## src/hdl/ppvc_pkg.sv

```systemverilog
// constants shared by the port power and vconn control block
`default_nettype none
package ppvc_pkg;
  // clock period
  localparam int unsigned CLK_PERIOD_NS = 10;
  // synchroniser lanes: mic detect, port 4 pin, four cc comparators
  localparam int SYNC_W = 6;
  localparam int B_MIC = 0;
  localparam int B_OCS = 1;
  localparam int B_CC = 2;
  // vconn lanes in order p1cc1, p1cc2, p2cc1, p2cc2; discharge lanes p1, p2
  localparam int NUM_VCONN = 4;
  localparam int NUM_DISCH = 2;
  // sticky status layout: vconn faults in [3:0], port 4 overcurrent in [4]
  localparam int NUM_FAULT = 5;
  localparam int F_OC = 4;
  // longest discharge pulse, rounded down to whole cycles
  localparam int unsigned DISCH_MAX_US = 100;
  localparam int unsigned DISCH_MAX_CYC = DISCH_MAX_US * 1000 / CLK_PERIOD_NS;
  // overcurrent blanking after port 4 power-up, rounded up
  localparam int unsigned OC_BLANK_NS = 2000;
  localparam int unsigned OC_BLANK_CYC = (OC_BLANK_NS + CLK_PERIOD_NS - 1) / CLK_PERIOD_NS;
  localparam int OC_BLANK_W = $clog2(OC_BLANK_CYC + 1);
  // values after reset
  localparam logic [NUM_VCONN-1:0] VCONN_RST = 4'h0;
  localparam logic [NUM_FAULT-1:0] FAULT_RST = 5'h00;
endpackage : ppvc_pkg
`default_nettype wire

```

## src/hdl/ppvc_sync_if.sv

```systemverilog
// raw pin levels in, clock-aligned levels out
`default_nettype none
interface ppvc_sync_if;
  logic [ppvc_pkg::SYNC_W-1:0] raw;
  logic [ppvc_pkg::SYNC_W-1:0] synced;
  modport feed (output raw, input synced);
  modport sync (input raw, output synced);
endinterface : ppvc_sync_if
`default_nettype wire

```

## src/hdl/ppvc_sync.sv

```systemverilog
// two-flop synchroniser for the asynchronous sense inputs
`default_nettype none
module ppvc_sync
  import ppvc_pkg::*;
(
  input wire logic mclk,
  input wire logic rst_b,
  ppvc_sync_if.sync sif
);
  typedef struct packed {
    logic [SYNC_W-1:0] meta;
    logic [SYNC_W-1:0] stable;
  } ppvc_sync_st_t;

  ppvc_sync_st_t st_q;
  ppvc_sync_st_t st_d;

  // meta feeds only stable, nothing else looks at it
  always_comb
  begin
    st_d.meta = sif.raw;
    st_d.stable = st_q.meta;
  end

  always_ff @(posedge mclk)
  begin
    if (!rst_b)
      st_q <= '0;
    else
      st_q <= st_d;
  end

  assign sif.synced = st_q.stable;
endmodule // ppvc_sync
`default_nettype wire

```

## src/hdl/ppvc_top.sv

```systemverilog
// port power, vbus discharge and vconn control with fault status
`default_nettype none
module ppvc_top
  import ppvc_pkg::*;
#(
  parameter int unsigned DISCH_MAX = ppvc_pkg::DISCH_MAX_CYC
)
(
  input wire logic mclk,
  input wire logic rst_b,
  input wire logic mic_plug_detect,
  input wire logic [ppvc_pkg::NUM_VCONN-1:0] cc_above_3v0,
  input wire logic [ppvc_pkg::NUM_VCONN-1:0] vconn_request,
  input wire logic [ppvc_pkg::NUM_DISCH-1:0] discharge_request,
  input wire logic port4_cfg_enable,
  input wire logic port4_host_enable,
  input wire logic port4_power_ocs_pin_i,
  input wire logic [ppvc_pkg::NUM_FAULT-1:0] fault_clear,
  output logic port1_cc1_vconn_enable,
  output logic port1_cc2_vconn_enable,
  output logic port2_cc1_vconn_enable,
  output logic port2_cc2_vconn_enable,
  output logic port1_vbus_discharge_enable,
  output logic port2_vbus_discharge_enable,
  output logic port4_power_ocs_pin_o,
  output logic port4_power_ocs_pin_oe_b,
  output logic port4_pullup_enable,
  output logic port4_usb2_power,
  output logic port4_usb3_power,
  output logic port4_overcurrent,
  output logic mic_present,
  output logic [ppvc_pkg::NUM_VCONN-1:0] vconn_fault,
  output logic [ppvc_pkg::NUM_FAULT-1:0] fault_status
);
  import ppvc_pkg::*;

  localparam int DCW = $clog2(DISCH_MAX + 1);
  localparam logic [DCW-1:0] DISCH_LIMIT = DCW'(DISCH_MAX);
  localparam logic [OC_BLANK_W-1:0] OC_BLANK_LOAD = OC_BLANK_W'(OC_BLANK_CYC);

  typedef struct packed {
    logic [NUM_VCONN-1:0] vconn;
    logic [NUM_VCONN-1:0] vfault;
    logic [NUM_DISCH-1:0] disch;
    logic [NUM_DISCH-1:0][DCW-1:0] dcnt;
    logic p4_on;
    logic [OC_BLANK_W-1:0] blank;
    logic oc;
    logic mic;
    logic [NUM_FAULT-1:0] sticky;
  } ppvc_st_t;

  ppvc_st_t st_q;
  ppvc_st_t st_d;

  // port 4 is powered only when configuration and host both allow it
  function automatic logic p4_enabled(input logic cfg, input logic host);
    return cfg & host;
  endfunction

  // pin levels from outside the clock domain pass two flops first
  ppvc_sync_if sif ();

  assign sif.raw = {cc_above_3v0, port4_power_ocs_pin_i, mic_plug_detect};

  ppvc_sync u_sync (
    .mclk (mclk),
    .rst_b (rst_b),
    .sif (sif)
  );

  // next state of the whole block
  always_comb
  begin
    st_d = st_q;
    st_d.mic = sif.synced[B_MIC];
    st_d.vconn = vconn_request;
    // fault compares what is driven now against the settled comparator
    st_d.vfault = st_q.vconn & ~sif.synced[B_CC +: NUM_VCONN];
    for (int i = 0; i < NUM_DISCH; i++)
    begin
      // counter parks at the limit so a stuck request cannot re-arm it
      if (!discharge_request[i])
      begin
        st_d.disch[i] = 1'b0;
        st_d.dcnt[i] = '0;
      end
      else if (st_q.dcnt[i] == DISCH_LIMIT)
      begin
        st_d.disch[i] = 1'b0;
      end
      else
      begin
        st_d.disch[i] = 1'b1;
        st_d.dcnt[i] = st_q.dcnt[i] + 1'b1;
      end
    end
    st_d.p4_on = p4_enabled(port4_cfg_enable, port4_host_enable);
    // pull-up needs time to lift the pin that was just driven low
    if (!st_q.p4_on)
      st_d.blank = OC_BLANK_LOAD;
    else if (st_q.blank != '0)
      st_d.blank = st_q.blank - 1'b1;
    st_d.oc = st_q.p4_on & (st_q.blank == '0) & ~sif.synced[B_OCS];
    // a new fault wins over a clear in the same cycle
    st_d.sticky = (st_q.sticky & ~fault_clear) | {st_d.oc, st_d.vfault};
  end

  always_ff @(posedge mclk)
  begin
    if (!rst_b)
    begin
      st_q <= '0;
      st_q.vconn <= VCONN_RST;
      st_q.sticky <= FAULT_RST;
    end
    else
      st_q <= st_d;
  end

  // outputs straight from the state flops, except the port 4 pin drive level, tied low
  assign port1_cc1_vconn_enable = st_q.vconn[0];
  assign port1_cc2_vconn_enable = st_q.vconn[1];
  assign port2_cc1_vconn_enable = st_q.vconn[2];
  assign port2_cc2_vconn_enable = st_q.vconn[3];
  assign port1_vbus_discharge_enable = st_q.disch[0];
  assign port2_vbus_discharge_enable = st_q.disch[1];
  // enabled: released to the pull-up; disabled: driven low
  assign port4_power_ocs_pin_o = 1'b0;
  assign port4_power_ocs_pin_oe_b = st_q.p4_on;
  assign port4_pullup_enable = st_q.p4_on;
  // both halves of port 4 share the one control
  assign port4_usb2_power = st_q.p4_on;
  assign port4_usb3_power = st_q.p4_on;
  assign port4_overcurrent = st_q.oc;
  assign mic_present = st_q.mic;
  assign vconn_fault = st_q.vfault;
  assign fault_status = st_q.sticky;
endmodule // ppvc_top
`default_nettype wire

```

## config.mk

```make
export PLATFORM = sky130hd
export DESIGN_NAME = ppvc_top
export DESIGN_NICKNAME = d
export VERILOG_FILES = /design/src/hdl/ppvc_pkg.sv /design/src/hdl/ppvc_sync_if.sv /design/src/hdl/ppvc_sync.sv /design/src/hdl/ppvc_top.sv
export SDC_FILE = /design/constraint.sdc
export NUM_CORES = 1
export LEC_CHECK = 0
export BUFFER_PORTS_ARGS = -buffer_cell sky130_fd_sc_hd__buf_2
export CORE_MARGIN = 2
export CORE_UTILIZATION = 56
export CTS_BUF_LIST = sky130_fd_sc_hd__clkbuf_8
export DETAILED_ROUTE_END_ITERATION = 10
export PLACE_DENSITY = 0.79
export SYNTH_ARGS = -nofsm -noshare
export SYNTH_HDL_FRONTEND = slang
export SYNTH_HIERARCHICAL = 1
export SYNTH_SLANG_ARGS = --single-unit
```

## constraint.sdc

```tcl
create_clock -name mclk -period 2.78 [get_ports mclk]
set_clock_uncertainty 0.2 [all_clocks]
set_input_delay 0.556 -clock mclk [delete_from_list [all_inputs] [get_ports mclk]]
set_output_delay 0.556 -clock mclk [all_outputs]
set_load 0.1 [all_outputs]
```

==> run metrics, run 1 <==
design area 2990 um2; Seq/Total Area, Yosys 49.5%; dpl cells 356; DR vias 1890; CTS buffer count 9; Avg WL per Cell 11.7 um; Syn Std Cell Area 2670 um2; leakage 1.23 nW; CP endpoint st_q[28]; Initial Util 57.3%; Total Nets Final 340; worst-path maximum fanout 5; IO buf count 41; vias in the first global route 1698; Non-Filler Instances 372; Vias/cell 5.08; RSZ-0062 raised after global routing no; ant diodes 0; initial antenna violation count 0; Netlist cell types 36; Root Buffer clkbuf_8; GPL Wtd Cong 0.767; Die X 73.1 um; CTS tree done; hold slack 204 ps; setup TNS 0 ps; Area Growth Syn to Fin 12.0%; Final Cycle Share 75.2%; crit start category flip-flop; remaining antenna violation count after routing 0; Synth Register Bits 66; GRT Util Overall 18.0%; Slew @ Worst Pin 532 ps; Worst Path Arrival 2120 ps; Synth async-reset ratio 0%; Die Height 73.1 um; core area 4660 um2; Required @ worst endpoint 2810 ps; htree depth 3; Starting DRT DRC Count 98; min-delay src u_sync/sif.synced[3]; final hold viol count 0; Clock transition at path regs 80 ps; Die ar. 5340 um2; GRT overflow 0; critical path endpoint category flip-flop; origin of the critical flop-to-flop path st_q[22]; mean post-synth cell area 9.54 um2; Clock Sinks 66; synth warn 6; Post-synth EDFFs 0; drt pass-1 iters 4; Worst Setup SP st_q[22]; post-layout util 64.2%; syn_nets 307; setup repair bufs after CTS 0; relative slew slack 64.4%; CTS resizes 0; row count 25; # DRC 0; PwrDens 638 nW/um2; Worst Reg2Reg Path Length in Cells 4; Worst R2R End st_q[28]; clk_lat worst skew 330 ps; Reg2Reg Setup Slack 690 ps; layout cell share with drive strength beyond 1 23.3%; HP Class flip-flop to flip-flop; Slew Viols, Final 0; CTS Buffer Depth 2; cell count after synthesis 280; Cell Area, Placed 2810 um2; CP Class flip-flop to flip-flop; fmax 0.478 GHz; hold_buf cts 0; Max VDD drop 342 uV; Max Cap Viol 0; final WL 4.34 mm; Final min period 2090 ps; run status completed; io pins 43; prevailing post-synth register cell dfxtp_1; HPWL after DPL 3.04 mm; largest net degree at the start of global routing 20; setup violators final 0; global-route wire length before repair 7.25 mm
-- kinds of logic (layout without fill, tap and decap cells) --
| logic type | Yosys count | in the layout | share of synthesized area, % |
|---|---|---|---|
| xor+xnor | 25 | 25 | 8.20 |
| simple gates | 121 | 121 | 25.7 |
| other cells | 1 | 1 | 0.140 |
| buf+inv | 38 | 76 | 7.73 |
| flops | 66 | 66 | 49.5 |
| compound gates | 20 | 20 | 4.83 |
| mux | 3 | 3 | 1.12 |
| fa+ha+maj | 6 | 6 | 2.81 |
-- worst max-delay path, cell delays in order (launching register included) --
cell,delay (ps)
dfxtp_1,350
or4_1,520
or4_1,610
nor2b_4,170
and2_1,140
-- per-stage QoR --
stage / setup WS [ps] / power [mW]
after detailed placement: 695 / 1.21
after CTS: 683 / 1.93
after global routing: 619 / 1.98
after global placement: 723 / 1.21
after floorplan: 529 / 1.19
final: 689 / 1.91
-- cell usage in the layout, fill, tap and decap left out, drive strengths merged --
| cell type | instances |
|---|---|
| a211o | 1 |
| a211oi | 1 |
| a21oi | 9 |
| a31o | 4 |
| and2 | 19 |
| and3 | 4 |
| buf | 42 |
| clkbuf | 10 |
| clkinv | 3 |
| clkinvlp | 1 |
| conb | 1 |
| dfxtp | 66 |
| ha | 6 |
| inv | 20 |
| mux2i | 3 |
| nand2 | 10 |
| nand2b | 2 |
| nand3 | 13 |
| nand3b | 3 |
| nand4 | 7 |
| nor2 | 29 |
| nor2b | 3 |
| nor3 | 11 |
| nor3b | 4 |
| nor4 | 3 |
| o21ai | 4 |
| o311ai | 1 |
| or3 | 6 |
| or4 | 5 |
| or4b | 2 |
| xnor2 | 17 |
| xor2 | 8 |
-- how the worst min path moves through the flow --
stage	endpoint	slack, ps	depth (start not counted)
global placement	vconn_fault[2]	190	1
global route	vconn_fault[3]	210	1
CTS	vconn_fault[1]	210	1
detailed placement	vconn_fault[1]	200	1
finish	vconn_fault[1]	200	1
floorplan	vconn_fault[0]	180	1
-- metal layers --
layer | wire length [um] | global-route usage [%] | up-vias
met2 | 2060 | 28.8 | 37
met3 | 177 | 4.70 | 6
met1 | 2030 | 21.3 | 863
met4 | 71 | 11.1 | 0
met5 | 0 | 0 | -
li1 | - | - | 984
-- state kept, by name, indices dropped and copies added, names as in the netlist, 4 cells and up --
signal	flops
st_q	36
u_sync/sif.synced	6
u_sync/st_d	6
fault_status	5
vconn_fault	4
-- where the power goes --
group / switching [mW] / internal [mW]
sequential: 0.0174 / 0.972
combinational: 0.148 / 0.0520
clock: 0.369 / 0.349
-- cell usage after synthesis (2+ instances only) --
| master | n | share of area (%) |
|---|---|---|
| clkbuf_1 | 5 | 0.70 |
| and2_1 | 11 | 2.6 |
| a21oi_1 | 8 | 1.5 |
| nor2b_4 | 2 | 1.0 |
| or3_1 | 5 | 1.2 |
| nor4_1 | 3 | 0.70 |
| nand3b_1 | 3 | 0.84 |
| nand2b_1 | 2 | 0.47 |
| buf_4 | 13 | 3.7 |
| o21ai_0 | 4 | 0.75 |
| nor2_1 | 29 | 4.1 |
| buf_6 | 2 | 0.84 |
| and3_1 | 4 | 0.94 |
| nand2_1 | 10 | 1.4 |
| a31o_2 | 4 | 1.3 |
| inv_1 | 18 | 2.5 |
| nand3_1 | 13 | 2.4 |
| ha_1 | 6 | 2.8 |
| mux2i_1 | 3 | 1.1 |
| and2_2 | 8 | 2.2 |
| xnor2_1 | 17 | 5.6 |
| dfxtp_1 | 66 | 49 |
| nor3b_1 | 4 | 1.1 |
| xor2_1 | 8 | 2.6 |
| or4_1 | 4 | 1.1 |
| nor3_1 | 11 | 2.1 |
| nand4_1 | 7 | 1.6 |
| or4b_1 | 2 | 0.75 |
-- layout make-up --
class                           count  area (um2)
Multi-Input combinational cell    176        1140
Tap cell                           54        67.6
Inverter                           18        67.6
Clock buffer                       10         138
Fill cell                         374        1670
Sequential cell                    66        1320
Clock inverter                      6        42.5
Timing Repair Buffer               42         213
No activity file was read; power rests on OpenSTA's default activity.
==> inputs of run 2 (changes only) <==
==> constraint.sdc (replaced) <==
create_clock -name mclk -period 2.15 [get_ports mclk]
set_clock_uncertainty 0.2 [all_clocks]
set_input_delay 0.43 -clock mclk [delete_from_list [all_inputs] [get_ports mclk]]
set_output_delay 0.43 -clock mclk [all_outputs]
set_load 0.1 [all_outputs]
==> run metrics, run 2 (synthesis results as in run 1) <==
run status completed; drt pass-1 iters 4; Worst Path Arrival 2110 ps; setup repair bufs after CTS 0; Max Cap Viol 0; Die Height 73.1 um; origin of the critical flop-to-flop path st_q[23]; Filler cells 343; Hold EP u_sync/st_d[0]; setup TNS 0 ps; pre-CTS setup slack 97.5 ps; Reg2Reg Setup Slack 80 ps; crit start category flip-flop; vias in the first global route 1772; CP Class flip-flop to flip-flop; largest net degree at the start of global routing 20; most common cell after layout, fill and taps aside dfxtp_1; Avg WL per Cell 12.9 um; Root Buffer clkbuf_8; row count 25; Slew Viols, Final 0; most frequent cells in the layout dfxtp_1, buf_2, nor2_1, inv_1, xnor2_1; GPL Wtd Cong 0.780; setup violators final 0; Initial Util 57.3%; htree depth 3; RSZ-0062 raised after global routing no; Clock transition at path regs 80 ps; min-delay src mic_plug_detect; Slew @ Worst Pin 536 ps; relative slew slack 64.1%; final WL 4.90 mm; Max VDD drop 381 uV; core area 4660 um2; CTS tree done; io pins 43; critical path endpoint category flip-flop; Vias/cell 5.14; Die ar. 5340 um2; final hold viol count 0; CTS Buffer Depth 2; Worst Reg2Reg Path Length in Cells 4; Required @ worst endpoint 2190 ps; # DRC 0; global-route wire length before repair 7.94 mm; worst hold stages 2; GRT Util Overall 19.7%; PwrDens 907 nW/um2; hold_buf cts 0; Starting DRT DRC Count 96; Worst R2R End st_q[28]; fmax 0.483 GHz; initial antenna violation count 0; HPWL after DPL 3.15 mm; Total Nets Final 348; post-layout util 67.0%; layout cell share with drive strength beyond 1 25.5%; ant diodes 0; leakage 1.30 nW; worst-path maximum fanout 5; Largest register FFs 36; Final min period 2070 ps; IO buf count 41; DR vias 1955; GRT overflow 0; Clock Sinks 66; remaining antenna violation count after routing 0; Area Growth Syn to Fin 16.9%; CTS buffer count 9; clk_lat worst skew 340 ps; Die X 73.1 um; Most flops, register st_q; Final Cycle Share 96.4%; CTS resizes 0; Final WS setup 77.7 ps; HP Class input port to flip-flop
run 2: final cells by class:
| cell class | instances | area (um2) | share of cell area, % |
|---|---|---|---|
| clock inverters | 7 | 125 | 4.01 |
| clock buffers | 9 | 124 | 3.97 |
| repair buffers | 50 | 273 | 8.74 |
| multi-input cells | 176 | 1140 | 36.6 |
| flip-flops and latches | 66 | 1320 | 42.3 |
| well taps | 54 | 67.6 | 2.17 |
| inverters | 18 | 67.6 | 2.17 |
run 2: through the flow:
| stage | instance area (um2) | power (mW) | cells | hold slack, ps |
|---|---|---|---|---|
| final | 3120 | 2.83 | 380 | 88.4 |
| after global routing | 3120 | 2.92 | 380 | 76.7 |
| after CTS | 3120 | 2.85 | 380 | 76.5 |
| after detailed placement | 2870 | 1.57 | 364 | 192 |
| after global placement | 2870 | 1.57 | 364 | 192 |
| after floorplan | 2670 | 1.53 | 280 | 184 |
run 2: routing by layer:
layer  vias to the layer above  global-route usage [%]  wire length [um]  share of wire, %
met3                         9                    7.87               250               5.1
met4                         0                    8.85                74               1.5
met1                       887                    22.9              2190                45
met2                        48                    31.7              2390                49
li1                       1011                       -                 -                 -
met5                         -                       0                 0                 0
run 2: how the worst max path moves through the flow:
stage / cells past startpoint / startpoint / end
after floorplan: 1 / port4_power_ocs_pin_oe_b / port4_pullup_enable
after detailed placement: 4 / st_q[23] / st_q[28]
final: 4 / st_q[23] / st_q[28]
after global routing: 4 / st_q[23] / st_q[28]
after CTS: 4 / st_q[23] / st_q[28]
after global placement: 4 / st_q[23] / st_q[28]
run 2: report_power, final:
| group | switching (mW) | internal (mW) |
|---|---|---|
| Clock | 0.502 | 0.780 |
| Sequential | 0.0190 | 1.26 |
| Combinational | 0.200 | 0.0711 |
| Total | 0.721 | 2.11 |
run 2: critical path, cell delays in order (launching register included):
cell,delay [ps]
dfxtp_1,340
or4_1,490
or4_1,620
nor2b_4,180
and2_1,150
==> inputs of run 3 (changes only) <==
--- a/config.mk
+++ b/config.mk
@@ -10,7 +10,7 @@
 export CORE_UTILIZATION = 56
 export CTS_BUF_LIST = sky130_fd_sc_hd__clkbuf_8
 export DETAILED_ROUTE_END_ITERATION = 10
-export PLACE_DENSITY = 0.79
+export PLACE_DENSITY = 0.85
 export SYNTH_ARGS = -nofsm -noshare
 export SYNTH_HDL_FRONTEND = slang
 export SYNTH_HIERARCHICAL = 1
==> constraint.sdc (replaced) <==
create_clock -name mclk -period 2.2 [get_ports mclk]
set_clock_uncertainty 0.2 [all_clocks]
set_input_delay 0.44 -clock mclk [delete_from_list [all_inputs] [get_ports mclk]]
set_output_delay 0.44 -clock mclk [all_outputs]
set_load 0.1 [all_outputs]
==> run metrics, run 3 (synthesis results as in run 1) <==
relative slew slack 64.1%; CP max stage delay 620 ps; Reg2Reg Setup Slack 100 ps; Largest register FFs 36; worst hold stages 2; setup repair bufs after CTS 0; ant diodes 0; GRT overflow 0; crit start category flip-flop; min-delay src mic_plug_detect; core area 4660 um2; origin of the critical flop-to-flop path st_q[36]; CTS buffer count 9; clk_lat worst skew 330 ps; most frequent CP cell or4_1; largest net degree at the start of global routing 18; initial antenna violation count 0; Die ar. 5340 um2; CP Class flip-flop to flip-flop; design area 3020 um2; Switching Fraction 26.3%; Root Buffer clkbuf_8; Die X 73.1 um; Vias/cell 5.21; # DRC 0; setup TNS 0 ps; HPWL after DPL 3.24 mm; Reg power frac 50.9%; CTS tree done; Comb power frac 10.6%; Filler cells 374; GPL Wtd Cong 0.793; Total Nets Final 343; P_sw 645 uW; fmax 0.477 GHz; Final Cycle Share 95.3%; GRT Util Overall 18.3%; Int Power 1.81 mW; Worst Path Arrival 2130 ps; Slew @ Worst Pin 538 ps; Most flops, register st_q; hold_buf cts 0; row count 25; Buf/Inv on CP 0; CTS Buffer Depth 2; layout cell share with drive strength beyond 1 23.7%; Worst R2R End st_q[42]; IO buf count 41; drt pass-1 iters 4; CP delay by family, top simple AND/OR/NAND/NOR gates; CTS resizes 0; Clock Sinks 66; Clock transition at path regs 70 ps; worst-path maximum fanout 5; Slew Viols, Final 0; setup violators final 0; remaining antenna violation count after routing 0; Die Height 73.1 um; most common cell after layout, fill and taps aside dfxtp_1; final WL 4.59 mm; Max Cap Viol 0; Hold EP u_sync/st_d[0]; Area Growth Syn to Fin 13.1%; Worst Setup SP st_q[36]; global-route wire length before repair 7.54 mm; DR vias 1955; leakage 1.24 nW; HP Class input port to flip-flop; critical path endpoint category flip-flop; Max VDD drop 347 uV; run status completed; io pins 43; area of the multi-input gates 1140 um2; RSZ-0062 raised after global routing no; storage element area 1320 um2; hold slack 114 ps; CP Cell Sequence or4_1 > or4_1 > nor2b_4 > and2_1; share of total power in the clock network 38.5%; most frequent cells in the layout dfxtp_1, buf_2, nor2_1, inv_1, xnor2_1; PwrDens 812 nW/um2; Worst Reg2Reg Path Length in Cells 4; vias in the first global route 1795; Cell Area, Placed 2830 um2; Final min period 2100 ps; final hold viol count 0; htree depth 3; Initial Util 57.3%; Required @ worst endpoint 2230 ps; Slowest-stage cell, CP or4_1; Starting DRT DRC Count 93; Avg WL per Cell 12.2 um
[run 3: cell types whose count changed in the layout (fill, tap and decap cells not counted), sizes merged]
cell / before / now
inv: 19 / 20
bufinv: 3 / 1
clkinvlp: 0 / 2
buf: 50 / 45
clkinv: 3 / 2
[run 3: per-stage QoR]
stage                     std cells  power, mW  setup WS, ps  util, %
after floorplan                 280       1.50          65.1        -
after global placement          359       1.53           146     60.8
after detailed placement        359       1.54           108     60.8
after CTS                       375       2.47           104     64.8
after global routing            375       2.54          20.4     64.8
final                           375       2.45           102     64.8
[run 3: how the worst max path moves through the flow]
stage,end,slack [ps],cells after the start
5_1_grt,st_q[42],20,4
3_5_place_dp,st_q[28],110,4
6_report,st_q[42],100,4
2_1_floorplan,port4_pullup_enable,70,1
4_1_cts,st_q[42],100,4
3_3_place_gp,st_q[28],150,4
[run 3: layer usage]
metal | wire length [um] | vias up | track usage [%] | share of wire [%]
met5 | 0 | - | 0 | 0
met4 | 79 | 0 | 8.44 | 1.7
met3 | 239 | 9 | 6.08 | 5.2
met2 | 2190 | 50 | 30.1 | 48
met1 | 2080 | 897 | 21.5 | 45
li1 | - | 999 | - | -
[run 3: area by class of cell]
cell class / instances / share of cell area [%]
Sequential cell: 66 / 43.7
Multi-Input combinational cell: 176 / 37.8
Timing Repair Buffer: 45 / 7.79
Clock buffer: 9 / 4.10
Inverter: 18 / 2.24
Tap cell: 54 / 2.24
Clock inverter: 7 / 2.07
[run 3: power by group through the flow]
stage               registers, mW  logic (mW)  clock network (mW)
floorplan                    1.33       0.172                   0
global route                 1.25       0.277                1.01
detailed placement           1.28       0.262                   0
global placement             1.27       0.257                   0
finish                       1.25       0.261               0.944
CTS                          1.25       0.263               0.960
